<file path="src/expander_map.svh">
// constants of the two-wire port expander and its register map
// Function
// - the device answers at one slave address of the 101xxxx group for the outputs and one of 110xxxx for the inputs.
// - the low four address bits come from how the two address-select pins are tied, giving two of 32 addresses.
// - the serial link works with a master-supplied bus clock of up to 400 kHz, which the master must not exceed.
// - the reset pin clears the serial state machine and abandons any transaction in progress.
// - eight push-pull output bits and eight input bits are separate ports.
// - every input is sampled continuously, whatever the bus is doing.
// - a level change on an input sets that input's own bit in an 8-bit change-flag vector.
// - a change flag stays set until the ports are next accessed, even if the input returns.
// - all change flags clear when a later bus read or write addresses the device.
// - an 8-bit mask selects which inputs may assert the interrupt; unselected changes do not.
// - the default level of the eight outputs is selectable, not fixed.
// - after power-up the interrupt mask is all ones.
// - with the default mask any input change pulls the interrupt low until the next bus access.
// - the reset pin leaves the interrupt output and its latched state untouched.
// - power-up clears all change flags and releases the interrupt output.
`ifndef EXPANDER_MAP_SVH
`define EXPANDER_MAP_SVH

`define OFS_IRQ_MASK 8'h00
`define OFS_OUT_DEF  8'h04
`define OFS_PORT     8'h08
`define OFS_EVT_STAT 8'h0C
`define OFS_EVT_CLR  8'h10
`define OFS_EVT_EN   8'h14

`define MASK_RST     8'hFF
`define OUT_DEF_RST  8'h00
`define EVT_EN_RST   3'h0

`define EV_CHG       0
`define EV_OUT_WR    1
`define EV_IN_RD     2

`define ADDR_OUT_GRP 3'h5
`define ADDR_IN_GRP  3'h6
`define CLS_SCL      2'h2
`define CLS_SDA      2'h3
`define BITS_DONE    4'h8
`define WARM_DONE    2'h3
`define SYNC_W       13

`endif

</file>
<file path="src/expander_pkg.sv">
// types shared by the port expander modules
`include "expander_map.svh"
package expander_pkg;
	typedef enum logic [2:0] {
		ST_IDLE  = 3'b000,
		ST_ADDR  = 3'b001,
		ST_ACK   = 3'b010,
		ST_WDATA = 3'b011,
		ST_RDATA = 3'b100,
		ST_RACK  = 3'b101
	} bus_st_e;

	typedef struct packed {
		logic [`SYNC_W-1:0] s1;
		logic [`SYNC_W-1:0] s2;
	} sync_s;

	typedef struct packed {
		bus_st_e     st;
		logic [3:0]  cnt;
		logic [7:0]  sh;
		logic [7:0]  tx;
		logic        rw;
		logic        tgt_in;
		logic        ack_ok;
		logic        byte_sel;
		logic        sda_oe;
		logic        scl_q;
		logic        sda_q;
		logic [1:0]  ne_scl;
		logic [1:0]  ne_sda;
		logic [7:0]  outp;
		logic [7:0]  mask;
		logic [7:0]  out_def;
		logic [7:0]  in_prev;
		logic [1:0]  warm;
		logic [7:0]  flags;
		logic [7:0]  flag_snap;
		logic        int_act;
		logic [2:0]  ev_stat;
		logic [2:0]  ev_en;
		logic [31:0] prdata;
	} state_s;
endpackage

</file>
<file path="src/i2c_input_output_expander.sv">
// port expander: two-wire slave, eight outputs, eight watched inputs, apb side registers
`timescale 1ns/10ps
`include "expander_map.svh"
module i2c_input_output_expander (
	input  wire logic        pclk,
	input  wire logic        presetn,
	input  wire logic [7:0]  paddr,
	input  wire logic        psel,
	input  wire logic        penable,
	input  wire logic        pwrite,
	input  wire logic [31:0] pwdata,
	output logic      [31:0] prdata,
	output logic             pready,
	output logic             pslverr,
	output logic             irq,
	input  wire logic        scl,
	input  wire logic        sda_in,
	output logic             sda_out,
	output logic             sda_oe,
	input  wire logic        reset_pin_n,
	input  wire logic        addr_select_low_pin,
	input  wire logic        addr_select_high_pin,
	input  wire logic [7:0]  input_pins,
	output logic      [7:0]  output_pins,
	output logic             int_n_out,
	output logic             int_n_oe
);
	import expander_pkg::*;

	localparam state_s S_RST = '{
		st:        ST_IDLE,
		cnt:       4'h0,
		sh:        8'h00,
		tx:        8'h00,
		rw:        1'b0,
		tgt_in:    1'b0,
		ack_ok:    1'b0,
		byte_sel:  1'b0,
		sda_oe:    1'b0,
		scl_q:     1'b1,
		sda_q:     1'b1,
		ne_scl:    2'h3,
		ne_sda:    2'h3,
		outp:      `OUT_DEF_RST,
		mask:      `MASK_RST,
		out_def:   `OUT_DEF_RST,
		in_prev:   8'h00,
		warm:      2'h0,
		flags:     8'h00,
		flag_snap: 8'h00,
		int_act:   1'b0,
		ev_stat:   3'h0,
		ev_en:     `EVT_EN_RST,
		prdata:    32'h0000_0000
	};

	state_s             s_reg;
	state_s             s_next;
	logic [`SYNC_W-1:0] sy;
	logic               scl_s;
	logic               sda_s;
	logic               rstp_s;
	logic [1:0]         ad_s;
	logic [7:0]         in_s;
	logic               scl_rise;
	logic               scl_fall;
	logic               start_c;
	logic               stop_c;
	logic [7:0]         chg_ev;
	logic [1:0]         cls_lo;
	logic [1:0]         cls_hi;
	logic [3:0]         lo_bits;
	logic [6:0]         addr_out;
	logic [6:0]         addr_in;
	logic [7:0]         rd_byte;
	logic               acc_clr;
	logic [2:0]         ev;
	logic [2:0]         ev_clr;
	logic               apb_setup;
	logic               apb_wr;
	logic               mapped;

	// a pin may be strapped to scl or sda as well as to a level
	function automatic logic [1:0] pin_class(input logic ne_c, input logic ne_d, input logic lvl);
		if (!ne_c) begin
			return `CLS_SCL;
		end else if (!ne_d) begin
			return `CLS_SDA;
		end
		return {1'b0, lvl};
	endfunction

	// every pin crosses into pclk through two flops first
	expander_sync u_sync (
		.pclk    (pclk),
		.presetn (presetn),
		.d       ({input_pins, addr_select_high_pin, addr_select_low_pin, reset_pin_n, sda_in, scl}),
		.q       (sy)
	);

	assign scl_s  = sy[0];
	assign sda_s  = sy[1];
	assign rstp_s = sy[2];
	assign ad_s   = sy[4:3];
	assign in_s   = sy[12:5];

	// 100 MHz sampling gives over a hundred samples per phase of a 400 kHz bus clock
	assign scl_rise = scl_s && !s_reg.scl_q;
	assign scl_fall = !scl_s && s_reg.scl_q;
	assign start_c  = scl_s && s_reg.scl_q && s_reg.sda_q && !sda_s;
	assign stop_c   = scl_s && s_reg.scl_q && !s_reg.sda_q && sda_s;

	// change vector stays quiet until the synchroniser and history hold real samples
	assign chg_ev = (s_reg.warm == `WARM_DONE) ? (in_s ^ s_reg.in_prev) : 8'h00;

	// strap decoding; before the first transfer a strap to scl or sda reads as a level
	assign cls_lo   = pin_class(s_reg.ne_scl[0], s_reg.ne_sda[0], ad_s[0]);
	assign cls_hi   = pin_class(s_reg.ne_scl[1], s_reg.ne_sda[1], ad_s[1]);
	assign lo_bits  = {~cls_hi[1], cls_hi[0], cls_lo};
	assign addr_out = {`ADDR_OUT_GRP, lo_bits};
	assign addr_in  = {`ADDR_IN_GRP, lo_bits};

	// input reads alternate live levels and the flags captured at the address ack
	assign rd_byte = s_reg.tgt_in ? (s_reg.byte_sel ? s_reg.flag_snap : in_s) : s_reg.outp;

	assign apb_setup = psel && !penable;
	assign apb_wr    = psel && penable && pwrite;
	assign mapped    = (paddr == `OFS_IRQ_MASK) || (paddr == `OFS_OUT_DEF) || (paddr == `OFS_PORT) ||
	                   (paddr == `OFS_EVT_STAT) || (paddr == `OFS_EVT_CLR) || (paddr == `OFS_EVT_EN);

	always_comb begin
		s_next = s_reg;
		acc_clr = 1'b0;
		ev = 3'h0;
		ev_clr = 3'h0;
		s_next.scl_q = scl_s;
		s_next.sda_q = sda_s;
		s_next.in_prev = in_s;
		if (s_reg.warm != `WARM_DONE) begin
			s_next.warm = s_reg.warm + 2'h1;
		end
		// strap evidence collects over each transfer; a start begins a fresh look
		for (int i = 0; i < 2; i++) begin
			s_next.ne_scl[i] = s_reg.ne_scl[i] | (ad_s[i] ^ scl_s);
			s_next.ne_sda[i] = s_reg.ne_sda[i] | (ad_s[i] ^ sda_s);
		end
		if (rstp_s) begin
			case (s_reg.st)
				ST_ADDR: begin
					if (scl_rise) begin
						s_next.sh = {s_reg.sh[6:0], sda_s};
						s_next.cnt = s_reg.cnt + 4'h1;
					end else if (scl_fall && s_reg.cnt == `BITS_DONE) begin
						if (s_reg.sh[7:1] == addr_out || s_reg.sh[7:1] == addr_in) begin
							s_next.tgt_in = (s_reg.sh[7:1] == addr_in);
							s_next.rw = s_reg.sh[0];
							s_next.sda_oe = 1'b1;
							s_next.st = ST_ACK;
							s_next.byte_sel = 1'b0;
							s_next.flag_snap = s_reg.flags;
							acc_clr = 1'b1;
						end else begin
							s_next.st = ST_IDLE;
						end
					end
				end
				ST_WDATA: begin
					if (scl_rise) begin
						s_next.sh = {s_reg.sh[6:0], sda_s};
						s_next.cnt = s_reg.cnt + 4'h1;
					end else if (scl_fall && s_reg.cnt == `BITS_DONE) begin
						s_next.sda_oe = 1'b1;
						s_next.st = ST_ACK;
						if (s_reg.tgt_in) begin
							s_next.mask = s_reg.sh;
						end else begin
							s_next.outp = s_reg.sh;
							ev[`EV_OUT_WR] = 1'b1;
						end
					end
				end
				ST_ACK, ST_RACK: begin
					if (scl_rise) begin
						s_next.ack_ok = !sda_s;
					end else if (scl_fall) begin
						s_next.cnt = 4'h0;
						if (s_reg.st == ST_RACK && !s_reg.ack_ok) begin
							s_next.st = ST_IDLE;
							s_next.sda_oe = 1'b0;
						end else if (s_reg.rw) begin
							s_next.tx = rd_byte;
							s_next.sda_oe = !rd_byte[7];
							s_next.byte_sel = !s_reg.byte_sel;
							s_next.st = ST_RDATA;
							ev[`EV_IN_RD] = s_reg.tgt_in;
						end else begin
							s_next.sda_oe = 1'b0;
							s_next.st = ST_WDATA;
						end
					end
				end
				ST_RDATA: begin
					if (scl_rise) begin
						s_next.cnt = s_reg.cnt + 4'h1;
					end else if (scl_fall) begin
						if (s_reg.cnt == `BITS_DONE) begin
							s_next.sda_oe = 1'b0;
							s_next.st = ST_RACK;
						end else begin
							s_next.tx = {s_reg.tx[6:0], 1'b0};
							s_next.sda_oe = !s_reg.tx[6];
						end
					end
				end
				default: begin
					s_next.st = ST_IDLE;
				end
			endcase
			if (start_c) begin
				s_next.st = ST_ADDR;
				s_next.cnt = 4'h0;
				s_next.sda_oe = 1'b0;
				s_next.ne_scl = 2'h0;
				s_next.ne_sda = 2'h0;
			end else if (stop_c) begin
				s_next.st = ST_IDLE;
				s_next.sda_oe = 1'b0;
			end
		end else begin
			// pin reset voids the transfer but keeps flags and interrupt
			s_next.st = ST_IDLE;
			s_next.cnt = 4'h0;
			s_next.sda_oe = 1'b0;
		end

		// a change in the clearing cycle survives: set wins over clear
		s_next.flags = (acc_clr ? 8'h00 : s_reg.flags) | chg_ev;
		s_next.int_act = (acc_clr ? 1'b0 : s_reg.int_act) | (|(chg_ev & s_reg.mask));
		ev[`EV_CHG] = |chg_ev;

		if (apb_setup && !pwrite) begin
			if (paddr == `OFS_IRQ_MASK) begin
				s_next.prdata = {24'h00_0000, s_reg.mask};
			end else if (paddr == `OFS_OUT_DEF) begin
				s_next.prdata = {24'h00_0000, s_reg.out_def};
			end else if (paddr == `OFS_PORT) begin
				s_next.prdata = {8'h00, s_reg.flags, s_reg.outp, in_s};
			end else if (paddr == `OFS_EVT_STAT) begin
				s_next.prdata = {29'h0000_0000, s_reg.ev_stat};
			end else if (paddr == `OFS_EVT_EN) begin
				s_next.prdata = {29'h0000_0000, s_reg.ev_en};
			end else begin
				s_next.prdata = 32'h0000_0000;
			end
		end
		if (apb_wr) begin
			if (paddr == `OFS_IRQ_MASK) begin
				s_next.mask = pwdata[7:0];
			end else if (paddr == `OFS_OUT_DEF) begin
				s_next.out_def = pwdata[7:0];
				s_next.outp = pwdata[7:0];
			end else if (paddr == `OFS_EVT_CLR) begin
				ev_clr = pwdata[2:0];
			end else if (paddr == `OFS_EVT_EN) begin
				s_next.ev_en = pwdata[2:0];
			end
		end
		s_next.ev_stat = (s_reg.ev_stat & ~ev_clr) | ev;
	end

	always_ff @(posedge pclk or negedge presetn) begin
		if (!presetn) begin
			s_reg <= S_RST;
		end else begin
			s_reg <= s_next;
		end
	end

	assign prdata      = s_reg.prdata;
	assign pready      = 1'b1;
	assign pslverr     = psel && penable && !mapped;
	assign irq         = |(s_reg.ev_stat & s_reg.ev_en);
	assign sda_out     = 1'b0;
	assign sda_oe      = s_reg.sda_oe;
	assign output_pins = s_reg.outp;
	assign int_n_out   = 1'b0;
	assign int_n_oe    = s_reg.int_act;
endmodule

</file>
<file path="src/expander_sync.sv">
// two-stage synchroniser for all pins that enter the pclk domain
`timescale 1ns/10ps
`include "expander_map.svh"
module expander_sync (
	input  wire logic                  pclk,
	input  wire logic                  presetn,
	input  wire logic [`SYNC_W-1:0]    d,
	output logic      [`SYNC_W-1:0]    q
);
	import expander_pkg::*;

	sync_s s_reg;
	sync_s s_next;

	always_comb begin
		s_next = s_reg;
		s_next.s1 = d;
		s_next.s2 = s_reg.s1;
	end

	always_ff @(posedge pclk or negedge presetn) begin
		if (!presetn) begin
			s_reg <= '0;
		end else begin
			s_reg <= s_next;
		end
	end

	assign q = s_reg.s2;
endmodule

</file>
<file path="config.mk">
export PLATFORM = sky130hd
export DESIGN_NAME = i2c_input_output_expander
export DESIGN_NICKNAME = d
export VERILOG_FILES = /design/src/expander_pkg.sv /design/src/i2c_input_output_expander.sv /design/src/expander_sync.sv
export VERILOG_INCLUDE_DIRS = /design/src /design/src/src
export SDC_FILE = /design/constraint.sdc
export NUM_CORES = 1
export LEC_CHECK = 0
export BUFFER_PORTS_ARGS = -buffer_cell sky130_fd_sc_hd__buf_2
export CAP_MARGIN = 30
export CORE_UTILIZATION = 61
export DETAILED_ROUTE_END_ITERATION = 10
export HOLD_SLACK_MARGIN = 0.15
export PLACE_DENSITY_LB_ADDON = 0.15
export SLEW_MARGIN = 10
export SYNTH_ARGS = -nofsm -noshare
export SYNTH_HDL_FRONTEND = slang
export SYNTH_HIERARCHICAL = 1
export SYNTH_SLANG_ARGS = --single-unit
</file>
<file path="constraint.sdc">
create_clock -name pclk -period 3.36 [get_ports pclk]
set_input_delay 0.336 -clock pclk [delete_from_list [all_inputs] [get_ports pclk]]
set_output_delay 0.336 -clock pclk [all_outputs]
set_load 0.02 [all_outputs]
</file>
==> impl_metrics.tcl, run 1 <==
set metrics [dict create \
    status "finished clean" \
    avgSynthCellArea_sq_um 11.11 \
    cts-root-buf "clkbuf_8" \
    maxSlewViolCount 0 \
    clock_latency_ns 0.53 \
    num_rows 37 \
    relSlewSlack 0.3798 \
    muxShareOfSynthArea 0.1059 \
    cpPeakStageDelay_ns 0.60 \
    reg2reg_to "s_reg[102]$_DFFE_PN0P_" \
    avgViaCountPerCell 5.971 \
    synth_edf_count 0 \
    yosys.area_share.simple 0.1130 \
    finalSetupTns_ns 0 \
    largest_reg_flops 80 \
    cp_top_family "simple AND/OR/NAND/NOR gates" \
    synth_area_sq_um 6545 \
    dp_hpwl_microns 9763 \
    cp_slowest_cell "nor2b_1" \
    die_h_microns 105.6 \
    arrival_ns 2.90 \
    grt_pass1_wl_microns 23600 \
    leakagePower_nw 3.517 \
    pwr_density_cell_nw_per_um2 548.9 \
    max_freq_mhz 400.9 \
    synth_cells 589 \
    nets 702 \
    synth_seq_cells 140 \
    worstMarginPinSlew_ns 0.9280 \
    cp-end-kind "register" \
    drtIter0Drc 424 \
    grt_overflow_total 0 \
    antenna_found_initial 0 \
    cts_setup_buffers 0 \
    synth_compound_area_frac 0.1350 \
    min_period_ns 2.494 \
    num_vias 4717 \
    finalPower_w 0.004124 \
    ys_seq_area_frac 0.5379 \
    dominantRegCellSynth "dfrtp_1" \
    die_w_microns 105.6 \
    wl_per_cell_microns 18.42 \
    whs_endpoint "s_reg[36]$_DFF_PN0_" \
    h-tree-depth 4 \
    worst-r2r-cell-count 5 \
    drc_errors 0 \
    vdd_ir_drop_max_v 0.0004564 \
    async_flop_share 1.000 \
    synthAdderAreaFrac 0.005735 \
    hold_class "input port to register" \
    drive_gt1_frac 0.2370 \
    grt_pass1_vias 4459 \
    fp.coreArea_sq_um 10370 \
    synth_top_family_by_area "compound AO/OA/AOI/OAI gates" \
    r2r_slack_ns 0.87 \
    track_usage 0.2811 \
    clockBufferDepth 2 \
    crit_start "s_reg[94]$_DFF_PN1_" \
    start_kind "register" \
    portBuffers 69 \
    cp.required_ns 3.77 \
    r2r_start "s_reg[94]$_DFF_PN1_" \
    synth_cell_types 66 \
    cts.sinks 140 \
    crit_buf_inv 0 \
    path_cells "nor2b_1, nand2_1, a2111oi_1, nor2_2, mux2_2" \
    hold_viol_final 0 \
    hold_depth 3 \
    worstPathMaxFanout 10 \
    io_pins 105 \
    antenna_left 0 \
    drt_wl_total_microns 14550 \
    synth_xor_area_frac 0.02007 \
    critPathKind "register to register" \
    placed_cell_area_sq_um 6686 \
    die-area_sq_um 11150 \
    setup_viol 0 \
    stdcell_area_sq_um 7513 \
    drt_first_pass_iters 5 \
    grt_max_degree 97 \
    timing.final.crit_share 0.7424 \
    rsz0062_at_grt "no" \
    antenna_cells 0 \
    worstHoldStart "paddr[4]" \
    clk_pin_slew_ns 0.07 \
    place.gp.congestion 0.8958 \
    finalClockSkew_ns 0.008511 \
    initial_core_util 0.6312 \
    ys_warn_count 6 \
    numCtsBuffers 17 \
    area_delta_synth_final_pct 14.80 \
    drv_cap 0 \
    cts_tree "yes" \
]
-- where the power goes --
part           leakage, nW  internal [W]  switching [W]
clock network        0.289       0.00111       0.000755
registers             1.67       0.00178      0.0000976
logic                 1.56      0.000167       0.000213
-- worst reg2reg max path, stage by stage (launching register included) --
cell and delay, ns:
dfstp_2 0.56, nor2b_1 0.60, nand2_1 0.12, a2111oi_1 0.59
nor2_2 0.19, mux2_2 0.32
-- cell families (layout without fill, tap and decap cells) --
logic type / count (synthesis) / in the layout
AND/OR/NAND/NOR: 145 / 145
XOR/XNOR: 15 / 15
flip-flops: 140 / 140
multiplexers: 62 / 62
AO/OA/AOI/OAI: 132 / 132
adder cells (fa/ha/maj): 3 / 3
buffers and inverters: 90 / 146
other: 2 / 11
-- layer usage --
| layer | GRT usage | wire [microns] | vias to the layer above |
|---|---|---|---|
| met1 | 0.4077 | 6660 | 2359 |
| met4 | 0.07341 | 165 | 0 |
| met5 | 0 | 0 | - |
| met3 | 0.06803 | 931 | 15 |
| met2 | 0.4286 | 6791 | 193 |
| li1 | - | - | 2150 |
-- layout by cell type (no fill, tap or decap), types with 4 or more instances in the layout --
cell type	count
mux2i_1	31
o21a_1	5
a22o_1	25
conb_1	11
buf_2	68
nor2b_1	11
nand2b_1	9
a21oi_1	24
nand4_1	6
xor2_1	12
mux2_2	27
nand2_1	53
dlygate4sd3_1	23
nor2_1	22
nand3_1	17
clkbuf_16	16
nor3_1	5
dfstp_2	14
inv_1	17
dfrtp_1	126
a31oi_1	4
o21ai_0	40
-- cell type report --
| cell class | count | area [sq um] |
|---|---|---|
| timing repair buffer | 96 | 631.9 |
| fill | 723 | 2856 |
| clock inverter | 13 | 155.1 |
| tap | 136 | 170.2 |
| inverter | 18 | 67.56 |
| clock buffer | 19 | 441.7 |
| sequential | 140 | 3521 |
| multi-input combinational | 368 | 2526 |
-- worst max-delay path by stage --
stage                                         to  slack (ns)  depth (start not counted)
after global placement        int_n_oe$_DFF_PN0_        0.92                          5
final                     s_reg[102]$_DFFE_PN0P_        0.87                          5
after detailed placement      int_n_oe$_DFF_PN0_        0.94                          5
after floorplan               int_n_oe$_DFF_PN0_        1.37                          9
after CTS                     int_n_oe$_DFF_PN0_        0.90                          5
after global routing          int_n_oe$_DFF_PN0_        0.71                          5
-- per-stage QoR --
step	hold slack [ns]	util	cells	setup slack, ns
final	0.2108	0.7245	790	0.8657
after global routing	0.2120	0.7245	790	0.7101
after CTS	0.1942	0.7245	790	0.9000
after detailed placement	0.2322	0.6448	735	0.9387
after global placement	0.3314	0.6421	734	0.9211
after floorplan	0.04041	-	598	1.375
-- Yosys cell counts, drive strengths merged, types with 3 or more instances --
cell	count	share of area
a211oi	4	0.0065
a21oi	24	0.018
a22o	25	0.033
a31oi	4	0.0038
buf	57	0.062
clkbuf	15	0.0086
dfrtp	126	0.48
dfstp	14	0.056
ha	3	0.0057
inv	18	0.010
mux2	28	0.048
mux2i	31	0.047
mux4	3	0.010
nand2	53	0.030
nand2b	9	0.0086
nand3	18	0.016
nand4	6	0.0057
nor2	24	0.015
nor2b	11	0.011
nor3	6	0.0063
o21a	5	0.0057
o21ai	43	0.033
xnor2	3	0.0040
xor2	12	0.016
-- timing repair --
| action | 4_1_cts | 5_1_grt |
|---|---|---|
| hold buffers | 23 | 0 |
| hold endpoints to repair | 164 | 0 |
| resized for setup | 0 | 0 |
(Power assumes the default switching activity.)
==> run 2: changes to the inputs <==
--- a/config.mk
+++ b/config.mk
@@ -8,7 +8,7 @@
 export LEC_CHECK = 0
 export BUFFER_PORTS_ARGS = -buffer_cell sky130_fd_sc_hd__buf_2
 export CAP_MARGIN = 30
-export CORE_UTILIZATION = 61
+export CORE_UTILIZATION = 57
 export DETAILED_ROUTE_END_ITERATION = 10
 export HOLD_SLACK_MARGIN = 0.15
 export PLACE_DENSITY_LB_ADDON = 0.15
==> constraint.sdc (replaced) <==
create_clock -name pclk -period 2.6 [get_ports pclk]
set_input_delay 0.26 -clock pclk [delete_from_list [all_inputs] [get_ports pclk]]
set_output_delay 0.26 -clock pclk [all_outputs]
set_load 0.02 [all_outputs]
==> impl_metrics.tcl, run 2 (same netlist as run 1, synthesis figures left out) <==
set metrics [dict create \
    place.gp.congestion 0.8568 \
    leakagePower_nw 3.532 \
    num_vias 4599 \
    stdcell_area_sq_um 7528 \
    r2r_slack_ns 0.28 \
    crit_end "s_reg[101]$_DFFE_PN0P_" \
    worstMarginPinSlew_ns 0.8638 \
    fp.coreArea_sq_um 11030 \
    grt_overflow_total 0 \
    cts.sinks 140 \
    die-area_sq_um 11910 \
    cts_tree "yes" \
    io_pins 105 \
    clockBufferDepth 2 \
    relSlewSlack 0.4228 \
    antenna_cells 0 \
    whs_ns 0.1723 \
    final_common_cell "dfrtp_1" \
    nets 705 \
    antenna_found_initial 0 \
    grt_pass1_wl_microns 23200 \
    drtIter0Drc 381 \
    setup_viol 0 \
    crit_start "s_reg[94]$_DFF_PN1_" \
    antenna_left 0 \
    track_usage 0.2637 \
    initial_core_util 0.5934 \
    num_rows 38 \
    numCtsBuffers 17 \
    min_period_ns 2.318 \
    avgViaCountPerCell 5.778 \
    hold_viol_final 0 \
    pwr_density_cell_nw_per_um2 709.6 \
    drt_first_pass_iters 5 \
    clk_pin_slew_ns 0.06 \
    grt_max_degree 59 \
    final_cells 796 \
    drt_wl_total_microns 14470 \
    hold_class "input port to register" \
    finalSetupTns_ns 0 \
    die_w_microns 109.2 \
    finalClockSkew_ns 0.008574 \
    status "finished clean" \
    grt_pass1_vias 4552 \
    vdd_ir_drop_max_v 0.0004768 \
    largest_reg_flops 80 \
    wl_per_cell_microns 18.18 \
    die_h_microns 109.2 \
    r2r_start "s_reg[94]$_DFF_PN1_" \
    cp.required_ns 2.89 \
    reg2reg_to "s_reg[101]$_DFFE_PN0P_" \
    clock_latency_ns 0.41 \
    portBuffers 69 \
    cts.repair.resized 0 \
    dp_hpwl_microns 10050 \
    max_freq_mhz 431.4 \
    dp.cells 743 \
    drc_errors 0 \
    h-tree-depth 4 \
    rsz0062_at_grt "no" \
    drv_cap 0 \
    critPathKind "register to register" \
    area_delta_synth_final_pct 15.03 \
    timing.final.crit_share 0.8915 \
    cp-end-kind "register" \
    maxSlewViolCount 0 \
    worstPathMaxFanout 7 \
    utilization 0.6825 \
    start_kind "register" \
    drive_gt1_frac 0.2348 \
    arrival_ns 2.61 \
    placed_cell_area_sq_um 6714 \
    final_cell_mix "dfrtp_1 (126), buf_2 (68), nand2_1 (53)" \
    worst-r2r-cell-count 6 \
    cts-root-buf "clkbuf_16" \
]
## run 2: routing by layer
layer | part of all wire | GRT usage | vias up | wire [microns]
li1 | - | - | 2138 | -
met5 | 0 | 0 | - | 0
met2 | 0.46 | 0.4106 | 164 | 6650
met4 | 0.019 | 0.08687 | 0 | 281
met1 | 0.46 | 0.3645 | 2270 | 6720
met3 | 0.057 | 0.06097 | 27 | 819
## run 2: how the worst min path moves through the flow
stage / end / startpoint / cells after the start / slack (ns)
final: prdata[3]$_DFFE_PN0P_ / paddr[5] / 4 / 0.17
after global routing: prdata[3]$_DFFE_PN0P_ / paddr[5] / 4 / 0.18
after CTS: prdata[3]$_DFFE_PN0P_ / paddr[5] / 4 / 0.16
after detailed placement: prdata[12]$_DFFE_PN0P_ / presetn / 1 / 0.25
after global placement: prdata[8]$_DFFE_PN0P_ / presetn / 1 / 0.24
after floorplan: int_n_oe$_DFF_PN0_ / presetn / 0 / -0.04
## run 2: area by class of cell
type	instances	area, sq um
Clock buffer	24	481.7
Clock inverter	7	112.6
Fill cell	820	3502
Inverter	18	67.56
Multi-Input combinational cell	368	2526
Sequential cell	140	3521
Tap cell	140	175.2
Timing Repair Buffer	99	644.4
## run 2: power by group
| group | total [W] | leakage (nW) | internal [W] | switching [W] |
|---|---|---|---|---|
| Combinational | 0.000497 | 1.57 | 0.000219 | 0.000278 |
| Sequential | 0.00241 | 1.67 | 0.00230 | 0.000117 |
| Clock | 0.00243 | 0.290 | 0.00158 | 0.000855 |
| Total | 0.00534 | 3.53 | 0.00409 | 0.00125 |
## run 2: timing repair
item | 4_1_cts | 5_1_grt
endpoints found under the hold margin | 84 | 0
hold buffers | 22 | 0
setup buffers | 0 | 0
## run 2: through the flow
step                      power [W]  setup slack [ns]
after CTS                  0.005385            0.2932
final                      0.005342            0.2821
after global placement     0.002894            0.3559
after floorplan            0.002746            0.6147
after global routing       0.005552            0.1833
after detailed placement   0.002919            0.3109
## run 2: worst max-delay path: stages, from the launching register on
cell and delay, ns:
dfstp_2 0.55, nor2b_1 0.34, buf_4 0.21, nand2_1 0.06
a2111oi_1 0.54, nor2_2 0.19, mux2_2 0.31
==> run 3: changes to the inputs <==
--- a/config.mk
+++ b/config.mk
@@ -8,7 +8,8 @@
 export LEC_CHECK = 0
 export BUFFER_PORTS_ARGS = -buffer_cell sky130_fd_sc_hd__buf_2
 export CAP_MARGIN = 30
-export CORE_UTILIZATION = 57
+export CORE_UTILIZATION = 59
+export CTS_BUF_LIST = sky130_fd_sc_hd__clkbuf_8
 export DETAILED_ROUTE_END_ITERATION = 10
 export HOLD_SLACK_MARGIN = 0.15
 export PLACE_DENSITY_LB_ADDON = 0.15
==> impl_metrics.tcl, run 3 (same netlist as run 1, synthesis figures left out) <==
set metrics [dict create \
    clockBufferDepth 2 \
    drt_wl_total_microns 14290 \
    clkPwrFrac 0.381 \
    portBuffers 69 \
    finalSetupTns_ns 0 \
    final_common_cell "dfrtp_1" \
    drt_first_pass_iters 5 \
    antenna_left 0 \
    leakagePower_nw 3.476 \
    nets 709 \
    cp.depth 5 \
    cp.required_ns 2.92 \
    initial_core_util 0.6038 \
    nFillCells 834 \
    vdd_ir_drop_max_v 0.0004241 \
    worstMarginPinSlew_ns 0.8447 \
    wl_per_cell_microns 17.84 \
    drv_cap 0 \
    finalClockSkew_ns 0.01391 \
    die-area_sq_um 11520 \
    num_vias 4622 \
    antenna_found_initial 0 \
    avgViaCountPerCell 5.770 \
    die_h_microns 107.3 \
    pwr-share-comb 0.111 \
    grt_pass1_wl_microns 23240 \
    die_w_microns 107.3 \
    p_seq_frac 0.508 \
    maxSlewViolCount 0 \
    critPathKind "register to register" \
    num_rows 38 \
    cpPeakStageDelay_ns 0.53 \
    numCtsBuffers 17 \
    ctsHoldBuffers 23 \
    setup_viol 0 \
    status "finished clean" \
    relSlewSlack 0.4355 \
    cts.repair.resized 0 \
    hold_depth 3 \
    final_cells 801 \
    dp.cells 746 \
    crit_buf_inv 0 \
    cp-end-kind "register" \
    arrival_ns 2.64 \
    final_cell_mix "dfrtp_1 (126), buf_2 (68), nand2_1 (53)" \
    grt_overflow_total 0 \
    worst-r2r-cell-count 5 \
    largest_reg_flops 80 \
    rsz0062_at_grt "no" \
    hold_viol_final 0 \
    cp_top_family "simple AND/OR/NAND/NOR gates" \
    drtIter0Drc 375 \
    worstPathMaxFanout 14 \
    max_freq_mhz 430.3 \
    area_delta_synth_final_pct 12.73 \
    fp.coreArea_sq_um 10840 \
    antenna_cells 0 \
    internal_power_w 0.003464 \
    swShare 0.2663 \
    clock_latency_ns 0.44 \
    cts_setup_buffers 0 \
    path_cells "nor2b_1, a21oi_1, o211a_1, nor2_2, mux2_2" \
    cts.sinks 140 \
    clk_pin_slew_ns 0.08 \
    drive_gt1_frac 0.2436 \
    cp_slowest_cell "dfrtp_1" \
    p_sw_w 0.001258 \
    drc_errors 0 \
    whs_ns 0.2385 \
    place.gp.congestion 0.8941 \
    timing.final.crit_share 0.8938 \
    cts_tree "yes" \
    grt_max_degree 73 \
    min_period_ns 2.324 \
    io_pins 105 \
    hold_class "input port to register" \
    pwr_density_cell_nw_per_um2 640.0 \
    grt_pass1_vias 4519 \
    dp_hpwl_microns 10090 \
    h-tree-depth 4 \
    track_usage 0.2695 \
    cts-root-buf "clkbuf_8" \
    start_kind "register" \
]
run 3: metal layers:
layer | share of wire | vias to the layer above | track usage
met4 | 0.030 | 0 | 0.1282
met5 | 0 | - | 0
met2 | 0.44 | 174 | 0.3977
li1 | - | 2147 | -
met1 | 0.47 | 2272 | 0.3897
met3 | 0.051 | 29 | 0.04540
run 3: worst reg2reg max path: stages, from the launching register on:
cell and delay (ns):
dfrtp_1 0.53, nor2b_1 0.42, a21oi_1 0.23, o211a_1 0.31, nor2_2 0.33, mux2_2 0.38
run 3: final cells by class:
cell class,instances,area (sq um),area share
clock inverter,12,136.4,0.01848
sequential,140,3521,0.4772
clock buffer,20,275.3,0.03731
inverter,18,67.56,0.009157
multi-input combinational,368,2526,0.3424
tap,140,175.2,0.02374
timing repair buffer,103,676.9,0.09174
run 3: metrics by stage:
| step | utilization | instance area [sq um] | power (W) | worst slack, ns |
|---|---|---|---|---|
| global route | 0.6806 | 7378 | 0.004912 | 0.1030 |
| floorplan | - | 6579 | 0.002746 | 0.6147 |
| finish | 0.6806 | 7378 | 0.004722 | 0.2762 |
| global placement | 0.6214 | 6736 | 0.002916 | 0.3643 |
| detailed placement | 0.6214 | 6736 | 0.002932 | 0.3402 |
| CTS | 0.6806 | 7378 | 0.004743 | 0.3004 |
run 3: final timing paths:
check / start / endpoint / slack [ns]
max in group asynchronous: presetn / s_reg[92]$_DFF_PN1_ / 1.42
hold reg to reg: u_sync/s_next[10]$_DFF_PN0_ / u_sync/q[10]$_DFF_PN0_ / 0.35
hold / removal: paddr[4] / s_reg[36]$_DFF_PN0_ / 0.24
min in group asynchronous: presetn / s_reg[122]$_DFFE_PN0P_ / 0.39
setup reg to reg: s_reg[121]$_DFFE_PN0P_ / s_reg[105]$_DFFE_PN0P_ / 0.28
setup / recovery: s_reg[121]$_DFFE_PN0P_ / s_reg[105]$_DFFE_PN0P_ / 0.28
run 3: power groups by stage:
| stage | logic, W | clock network, W | registers, W |
|---|---|---|---|
| 5_1_grt | 0.000588 | 0.00191 | 0.00242 |
| 2_1_floorplan | 0.000351 | 0 | 0.00239 |
| 6_report | 0.000525 | 0.00180 | 0.00240 |
| 3_3_place_gp | 0.000483 | 0 | 0.00243 |
| 4_1_cts | 0.000522 | 0.00182 | 0.00240 |
| 3_5_place_dp | 0.000494 | 0 | 0.00244 |
